[config.mk]
export PLATFORM = sky130hd
export DESIGN_NAME = event_timestamp_sample_5_6_regs
export DESIGN_NICKNAME = d
export VERILOG_FILES = /design/src/sample_regs_pkg.sv /design/src/event_timestamp_sample_5_6_regs.sv
export VERILOG_INCLUDE_DIRS = /design/src
export SDC_FILE = /design/constraint.sdc
export NUM_CORES = 1
export LEC_CHECK = 0
export ABC_AREA = 1
export BUFFER_PORTS_ARGS = -buffer_cell sky130_fd_sc_hd__buf_2
export CORE_MARGIN = 1
export CORE_UTILIZATION = 57
export DETAILED_ROUTE_END_ITERATION = 8
export HOLD_SLACK_MARGIN = 0.05
export PLACE_DENSITY = 0.85
export SLEW_MARGIN = 20
export SYNTH_ARGS = -nofsm -noshare
export SYNTH_HDL_FRONTEND = slang
export SYNTH_SLANG_ARGS = --single-unit
export TNS_END_PERCENT = 50
[constraint.sdc]
create_clock -name clk -period 10.4 [get_ports clk]
set_clock_uncertainty 0.15 [all_clocks]
set_input_delay 2.08 -clock clk [delete_from_list [all_inputs] [get_ports clk]]
set_output_delay 2.08 -clock clk [all_outputs]
set_load 0.01 [all_outputs]
[src/sample_regs_map.svh]
`ifndef SAMPLE_REGS_MAP_SVH
`define SAMPLE_REGS_MAP_SVH

// Byte addresses of the sample windows
`define OFS_SAMPLE5_NANOSECONDS 12'h584
`define OFS_SAMPLE5_SECONDS     12'h588
`define OFS_SAMPLE5_PHASE       12'h58c
`define OFS_SAMPLE6_NANOSECONDS 12'h590
`define OFS_SAMPLE6_SECONDS     12'h594
`define OFS_SAMPLE6_PHASE       12'h598
// Local capture control word
`define OFS_SAMPLE_CONTROL      12'h5f0

// Field positions
`define POS_EDGE                30
`define POS_NS_HI               29
`define POS_PHASE_HI            2
`define POS_CTRL_ENABLE         0
`define POS_UNIT_POINTER        8

// Reset values
`define RST_EDGE                1'h0
`define RST_NS                  30'h0000000
`define RST_SECONDS             32'h00000000
`define RST_PHASE               3'h0
`define RST_CTRL_ENABLE         1'h1
`define RST_RDATA               32'h00000000

// Phase slot codes, one per 8 ns step of the 40 ns period
`define PHASE_CODE_0NS          3'h0
`define PHASE_CODE_8NS          3'h1
`define PHASE_CODE_16NS         3'h2
`define PHASE_CODE_24NS         3'h3
`define PHASE_CODE_32NS         3'h4
`define PHASE_CODE_RSVD         3'h7

// Timing of the phase field
`define PHASE_STEP_NS           8
`define PHASE_PERIOD_NS         40
`define PHASE_SLOTS             5

`endif

[src/sample_regs_pkg.sv]
`default_nettype none
package sample_regs_pkg;

	// Register bus address width
	typedef logic [11:0] reg_addr_t;
	// Register bus data word
	typedef logic [31:0] reg_word_t;
	// Encoded phase code
	typedef logic [2:0] phase_code_t;
	// Phase slot number 0..4 from the capture engine
	typedef logic [2:0] phase_index_t;
	// Storage entry index: {unit, sample}
	typedef logic [1:0] entry_t;

	// Which sample window a capture lands in
	typedef enum logic
	{
		SLOT_FIFTH = 1'b0,
		SLOT_SIXTH = 1'b1
	} sample_slot_e;

endpackage
`default_nettype wire

[src/event_timestamp_sample_5_6_regs.sv]
// Notes on behaviour
// - Unit pointer bit selects shown unit values
// - Bit 30 shows capture edge, rising one
// - Bits 29:0 hold nanoseconds low word
// - Seconds register holds full 32-bit seconds
// - Phase field codes the 8ns slot
// - Third slot code chosen 010, not 101
// - Sixth sample has own identical register triple
// - Sample fields read-only, zero after reset
//
// Local design decision: the address-and-strobe port.
`include "sample_regs_map.svh"
`timescale 1ns/1ps
`default_nettype none

module event_timestamp_sample_5_6_regs
	import sample_regs_pkg::*;
(
	input  wire logic        clk,             // 40 MHz system clock
	input  wire logic        rst_n,           // Synchronous reset
	input  wire logic [11:0] reg_addr,        // Byte address
	input  wire logic [31:0] reg_wdata,       // Write data
	input  wire logic        reg_wr,          // Write strobe
	input  wire logic        reg_rd,          // Read strobe
	output logic      [31:0] reg_rdata,       // Read data, cycle after
	input  wire logic [31:0] unit_index_reg,  // Global unit index word
	input  wire logic        cap_valid,       // Capture pulse
	input  wire logic        cap_unit,        // Capturing unit
	input  wire logic        cap_slot,        // 0 fifth, 1 sixth
	input  wire logic        cap_rising,      // Edge was rising
	input  wire logic [29:0] cap_ns,          // Nanoseconds word
	input  wire logic [31:0] cap_s,           // Seconds word
	input  wire logic [2:0]  cap_phase_index, // 8 ns slot number
	output logic             capture_enable   // Control bit view
);

	// Number of stored entries: two units by two samples
	// Entry index is {unit, sample}, so unit 0 fills 0..1
	// and unit 1 fills 2..3; the read side uses the same
	// packing, which keeps the two sides in step by build.
	localparam int ENTRIES = 4;

	// Edge polarity per entry
	logic        edge_q  [ENTRIES];
	// Nanoseconds per entry
	logic [29:0] ns_q    [ENTRIES];
	// Seconds per entry
	logic [31:0] sec_q   [ENTRIES];
	// Phase code per entry
	logic [2:0]  phase_q [ENTRIES];

	// Encoded phase of the incoming capture
	phase_code_t cap_phase_code;
	// Entry written by the incoming capture
	entry_t      cap_entry;
	// Entries that the read mux looks at
	entry_t      view_fifth;
	entry_t      view_sixth;
	// Unit chosen by software through the index word
	logic        unit_pointer;
	// Combinational read value
	reg_word_t   next_rdata;
	// Decoded writes
	logic        ctrl_wr;

	// Map the slot number to its phase code
	// The engine hands over a plain slot count 0..4.
	// Codes for 0, 8, 24 and 32 ns equal the count, and
	// the 16 ns slot uses 010 so that no valid code
	// falls inside the reserved 101..111 range.
	// A count above 4 can only come from a faulty engine;
	// it is stored as 111 so software can spot it,
	// at the cost of losing the raw count.
	function automatic phase_code_t encode_phase(input phase_index_t idx);
		phase_code_t code;
		code = `PHASE_CODE_RSVD;
		case (idx)
			3'h0:
			begin
				code = `PHASE_CODE_0NS;
			end
			3'h1:
			begin
				code = `PHASE_CODE_8NS;
			end
			3'h2:
			begin
				// The printed 101 collides with the reserved range
				code = `PHASE_CODE_16NS;
			end
			3'h3:
			begin
				code = `PHASE_CODE_24NS;
			end
			3'h4:
			begin
				code = `PHASE_CODE_32NS;
			end
			default:
			begin
				// Engine fault: flag with a reserved code
				code = `PHASE_CODE_RSVD;
			end
		endcase
		return code;
	endfunction

	// Capture side decode
	always_comb
	begin
		cap_phase_code = encode_phase(cap_phase_index);
		cap_entry      = {cap_unit, cap_slot};
	end

	// Unit pointer taken from its bit in the index word
	assign unit_pointer = unit_index_reg[`POS_UNIT_POINTER];

	// Entries on view for the selected unit
	always_comb
	begin
		view_fifth = {unit_pointer, SLOT_FIFTH};
		view_sixth = {unit_pointer, SLOT_SIXTH};
	end

	// Write decode: only the control word is writable
	assign ctrl_wr = reg_wr && (reg_addr == `OFS_SAMPLE_CONTROL);

	// Capture enable control bit
	always_ff @(posedge clk)
	begin
		if (!rst_n)
		begin
			capture_enable <= `RST_CTRL_ENABLE;
		end
		else if (ctrl_wr)
		begin
			capture_enable <= reg_wdata[`POS_CTRL_ENABLE];
		end
	end

	// One storage entry per unit and sample
	genvar e;
	generate
		for (e = 0; e < ENTRIES; e++)
		begin : g_entry
			// Entry is loaded only by the engine, never by software
			always_ff @(posedge clk)
			begin
				if (!rst_n)
				begin
					edge_q[e]  <= `RST_EDGE;
					ns_q[e]    <= `RST_NS;
					sec_q[e]   <= `RST_SECONDS;
					phase_q[e] <= `RST_PHASE;
				end
				else if (cap_valid && capture_enable &&
					(cap_entry == entry_t'(e)))
				begin
					edge_q[e]  <= cap_rising;
					ns_q[e]    <= cap_ns;
					sec_q[e]   <= cap_s;
					phase_q[e] <= cap_phase_code;
				end
			end
		end
	endgenerate

	// Read mux; unmapped addresses read zero
	// The unit pointer is taken live in the strobe cycle,
	// so a read right after a pointer change already
	// shows the newly chosen unit. Only full-word
	// addresses decode; a misaligned address reads zero.
	// Reserved bits are left at the zero default.
	always_comb
	begin
		next_rdata = `RST_RDATA;
		case (reg_addr)
			`OFS_SAMPLE5_NANOSECONDS:
			begin
				// Bit 31 stays zero
				next_rdata[`POS_EDGE] = edge_q[view_fifth];
				next_rdata[`POS_NS_HI:0] = ns_q[view_fifth];
			end
			`OFS_SAMPLE5_SECONDS:
			begin
				next_rdata = sec_q[view_fifth];
			end
			`OFS_SAMPLE5_PHASE:
			begin
				// Bits 31:3 stay zero
				next_rdata[`POS_PHASE_HI:0] = phase_q[view_fifth];
			end
			`OFS_SAMPLE6_NANOSECONDS:
			begin
				next_rdata[`POS_EDGE] = edge_q[view_sixth];
				next_rdata[`POS_NS_HI:0] = ns_q[view_sixth];
			end
			`OFS_SAMPLE6_SECONDS:
			begin
				next_rdata = sec_q[view_sixth];
			end
			`OFS_SAMPLE6_PHASE:
			begin
				next_rdata[`POS_PHASE_HI:0] = phase_q[view_sixth];
			end
			`OFS_SAMPLE_CONTROL:
			begin
				next_rdata[`POS_CTRL_ENABLE] = capture_enable;
			end
			default:
			begin
				next_rdata = `RST_RDATA;
			end
		endcase
	end

	// Read data register: valid only the cycle after the strobe
	// The bus never waits: every read is answered in one
	// cycle, whatever the address.
	always_ff @(posedge clk)
	begin
		if (!rst_n)
		begin
			reg_rdata <= `RST_RDATA;
		end
		else if (reg_rd)
		begin
			// Sampled view: a capture in the same cycle shows next time
			reg_rdata <= next_rdata;
		end
		else
		begin
			// Idle bus reads zero, so stale data cannot be mistaken
			reg_rdata <= `RST_RDATA;
		end
	end

	// Writes to sample addresses fall through with no effect
	// hold because only ctrl_wr loads anything

endmodule // event_timestamp_sample_5_6_regs

`default_nettype wire

Yosys cells after proc, flatten, opt, wreduce, memory -nomap -nowiden
Memory sizes are Yosys's and may differ from the RTL's.
Cells that the tools add are included.
{ "word_totals": {"ram_bits": 264, "input_bits": 149, "output_inout_bits": 33, "n_memories": 4, "mem_bits_ro": 0, "elab_cells": 79, "latch_bits": 0, "register_bits": 33} }
{ "mem_list": {"columns": ["name", "words", "word_bits", "read_ports", "rd_ports_with_merged_regs", "wr", "line", "source"], "rows": [
  ["sec_q", 4, 32, 2, 0, 4, "event_timestamp_sample_5_6_regs.sv:48", "logic [31:0] sec_q [ENTRIES];"],
  ["ns_q", 4, 30, 2, 0, 4, "event_timestamp_sample_5_6_regs.sv:46", "logic [29:0] ns_q [ENTRIES];"],
  ["phase_q", 4, 3, 2, 0, 4, "event_timestamp_sample_5_6_regs.sv:50", "logic [2:0] phase_q [ENTRIES];"],
  ["edge_q", 4, 1, 2, 0, 4, "event_timestamp_sample_5_6_regs.sv:44", "logic edge_q [ENTRIES];"]
]} }
{ "op_classes": {"bitwise_logic": 16, "addsub": 0, "div": 0, "n_eq_ne": 14, "n_reduce_logical": 9, "shifts": 0, "n_mul": 0, "magnitude_cmp": 0, "n_mux": 34} }
{ "ops": {"columns": ["operator", "n"], "rows": [
  ["32-bit 2-to-1 mux", 4],
  ["30-bit 2-to-1 mux", 4],
  ["28-bit case mux with 4 select lines", 1],
  ["12-bit by 11-bit == test with 1-bit output, second input constant", 7],
  ["1-bit 2-to-1 mux", 17],
  ["1-bit bitwise OR", 16],
  ["3-bit case mux with 5 select lines", 1],
  ["3-bit 2-to-1 mux", 4],
  ["2-bit case mux with 6 select lines", 1],
  ["1-bit case mux with 7 select lines", 1],
  ["3-bit by 2-bit == test with 1-bit output, second input constant", 2],
  ["1-bit logical AND", 6],
  ["2-bit == test, second input constant", 2],
  ["3-bit by 1-bit == test with 1-bit output, second input constant", 1],
  ["3-bit == test, second input constant", 1],
  ["3-bit logical NOT", 1],
  ["2-bit by 1-bit == test with 1-bit output, second input constant", 1],
  ["2-bit logical NOT", 1],
  ["1-bit case mux with 2 select lines", 1],
  ["2-bit AND reduction", 1]
]} }

Logic depth before layout (Yosys ltp)
{ "depth": {"ltp_word": 6, "depth_mapped": 12, "ltp_nobuf": 10} }

Worst setup path after synthesis
No wires, ideal clock.
{ "synth_path": {"kind": "input to register", "from": "input cap_valid", "to": "memory edge_q[0][0], enable pin", "cell_stages": 2, "required_ns": 9.661, "t_arrival_ns": 7.078, "path_buffers": 0, "setup_time_ns": 0.589, "path_slack_ns": 2.583, "cell_sequence": "nand2_1 > o31ai_1"} }
{ "synth_rtl": {"columns": ["element", "line", "source"], "rows": [
  ["start: declaration", "event_timestamp_sample_5_6_regs.sv:27", "input wire logic cap_valid,"],
  ["end: declaration", "event_timestamp_sample_5_6_regs.sv:44", null]
]} }

==> impl_metrics.csv <==
group,metric,value,unit
clock_tree,clockBufferDepth,3,
worst_setup_path,worst_setup_path_start_kind,"input pin",
clock_tree,cts_hold_buf,0,
final_layout,seq_area,8578,um^2
sta,hold_violations,0,
route,vias,9918,
final_layout,final_common_cell,"nand2_1",
route,detail_route.first_pass.iterations,6,
floorplan,io_pins,182,
sta,rsz0062_at_grt,"false",
placed_design,portBuffers,119,
sta,post-route-period-util,39.01,%
global_route,grt_max_degree,100,
final_layout,final_nets,1669,
sta,holdWs,0.4308,ns
pwr,power_density,171.1,nW/um^2
worst_setup_path,crit_path_end_kind,"flip-flop",
worst_setup_path,crit_buf_inv,3,
clock_tree,cts_resized,0,
synth,syn_inst,1424,
final_layout,drive_above_1_share,12.97,%
sta,worstMarginPinSlew,1.080,ns
route,wl_per_cell,17.05,um
global_route,use_met2,47.49,%
final_layout,multi_input_area,3825,um^2
worst_setup_path,worstSetupPathType,"input pin to flip-flop",
worst_setup_path,crit_fanout,22,
global_route,grt_pass1_wl,48730,um
sta,max_slew_margin,27.97,%
pwr,p_leak,6.892,nW
worst_setup_path,crit_slowest_cell,"nand4_1",
placed_design,place_congestion,0.8625,
route,viasPerCell,5.426,
worst_setup_path,cp.arrival,4.32,ns
floorplan,fp.dieH,153.4,um
synth,synth_nets,1573,
floorplan,core.rowCount,55,
synth,ys_warn_count,0,
synth,synth_area_per_cell,9.173,um^2
final_layout,area_growth,12.73,%
global_route,antenna_found_initial,1,
global_route,grtUsageMet1,32.04,%
global_route,grt.overflow.total,0,
floorplan,dieArea,23530,um^2
final_layout,fill_cells,1688,
worst_setup_path,max_stage_delay,0.80,ns
placed_design,dp_hpwl,16720,um
hold_path,hold_path_class,"flip-flop to flip-flop",
global_route,grt_most_used_layer,"met2",
route,first_iter_violations,1015,
route,wl,31180,um
route,drtAntennaViolNets,0,
synth,seq_area_frac_synth,65.67,%
synth,synth.distinct_cells,26,
run_status,status,"finished, final reports clean",
clock_tree,cts_root_buf,"clkbuf_16",
sta,fmax,246.5,MHz
clock_tree,clk-insertion-delay-late,0.55,ns
job,maxCapViolCount,0,
clock_tree,cts_buffers,29,
global_route,met3_usage,3.431,%
worst_setup_path,path_cells,"buf_2 -> nand2_1 -> inv_1 -> nand4_1 -> buf_4 -> nand3_1 -> o21ai_0",
global_route,grt_use_total,26.62,%
final_layout,final_util,65.24,%
sta,setup_viol,0,
floorplan,core_area,22570,um^2
sta,slew_violations,0,
pwr,power,0.002520,W
floorplan,die_width,153.4,um
clock_tree,clk_transition_reported_paths,0.06,ns
worst_setup_path,crit_required,10.66,ns
clock_tree,htreeDepth,1,
worst_setup_path,cp_top_family,"simple AND/OR/NAND/NOR gates",
synth,ys_ff_latch,297,
clock_tree,cts.sink_count,297,
final_layout,final_cell_mix,"587 x nand2_1, 330 x nor2_1, 263 x edfxtp_1, 118 x buf_2, 78 x inv_1",
synth,synth_area,13060,um^2
clock_tree,post-cts-setup-buffers,0,
route,drc,0,
sta,fin_setup_tns,0,ns
floorplan,start_util,57.87,%
pwr,irDropWorstVdd,123.1,uV
sta,period_needed,4.057,ns
clock_tree,cts_tree,"built",
global_route,grt_pass1_vias,9934,
[path summary, 6_finish.rpt]
kind                                from                   end  slack (ns)  cells past startpoint
max                            cap_valid  edge_q[1][0]$_DFF_P_        6.34                      7
min                 edge_q[1][0]$_DFF_P_  edge_q[1][0]$_DFF_P_        0.43                      2
max reg2reg  capture_enable$_SDFFE_PN1P_  edge_q[1][0]$_DFF_P_        7.45                      6
min reg2reg         edge_q[1][0]$_DFF_P_  edge_q[1][0]$_DFF_P_        0.43                      2
[kinds of logic after synthesis]
group                  share of synthesized area [%]
AOI/OAI and AO/OA                             0.6993
buffers and inverters                          5.479
and+or+nand+nor                                27.92
muxes                                         0.2299
DFF                                            65.67
[worst reg2reg max path, delay by kind of cell (launching register included)]
family	cells	cell delay, ns
compound gates	1	0.10
flops	1	0.48
buf+inv	2	0.80
simple gates	3	1.30
[layout make-up]
type | instances | area share [%]
Tap cell | 285 | 2.422
Multi-Input combinational cell | 969 | 25.97
Timing Repair Buffer | 138 | 5.081
Clock buffer | 40 | 5.413
Sequential cell | 297 | 58.25
Clock inverter | 13 | 0.6288
Antenna cell | 1 | 0.01699
Inverter | 85 | 2.209
[power breakdown]
part	internal, W	leakage [nW]	switching (W)
Clock	0.000558	0.430	0.000431
Sequential	0.00136	3.02	0.0000159
Combinational	0.0000410	3.44	0.000116
[synth_stat cells]
cell	instances	area, um^2
nand4_1	6	37.54
buf_2	29	145.1
buf_6	10	112.6
clkbuf_1	19	71.32
edfxtp_1	263	7898
inv_4	1	6.260
dfxtp_1	34	680.7
nand2_1	587	2203
o211ai_1	1	7.510
o21ai_2	1	8.760
nand2_4	1	11.26
o31ai_1	4	30.03
inv_1	79	296.5
nand2_2	2	12.51
nor2_1	330	1239
buf_4	2	15.01
mux2i_1	3	30.03
buf_1	13	48.80
nand3_1	18	90.09
inv_2	4	15.01
a21oi_1	5	25.02
nor2_2	4	25.02
o21ai_0	4	20.02
nor2_4	2	22.52
clkinv_2	1	5.000
and2_1	1	6.260
[through the flow]
stage	setup WS [ns]	cells	instance area, um^2
floorplan	2.583	1424	13060
global placement	5.657	1773	13820
detailed placement	5.578	1773	13820
CTS	6.088	1826	14710
global route	6.215	1828	14730
finish	6.343	1828	14730
[flip-flops by register name (all words and copies together), names as in the netlist]
signal	cells
edge_q	4
ns_q	120
reg_rdata	32
phase_q	12
sec_q	128
capture_enable	1
[routing by layer]
metal / up-vias / part of all wire, %
met4: 0 / 3.3
met1: 4648 / 36
li1: 4661 / -
met2: 516 / 51
met5: - / 0
met3: 93 / 9.0
Note: power is estimated with default switching activity, not from simulation.
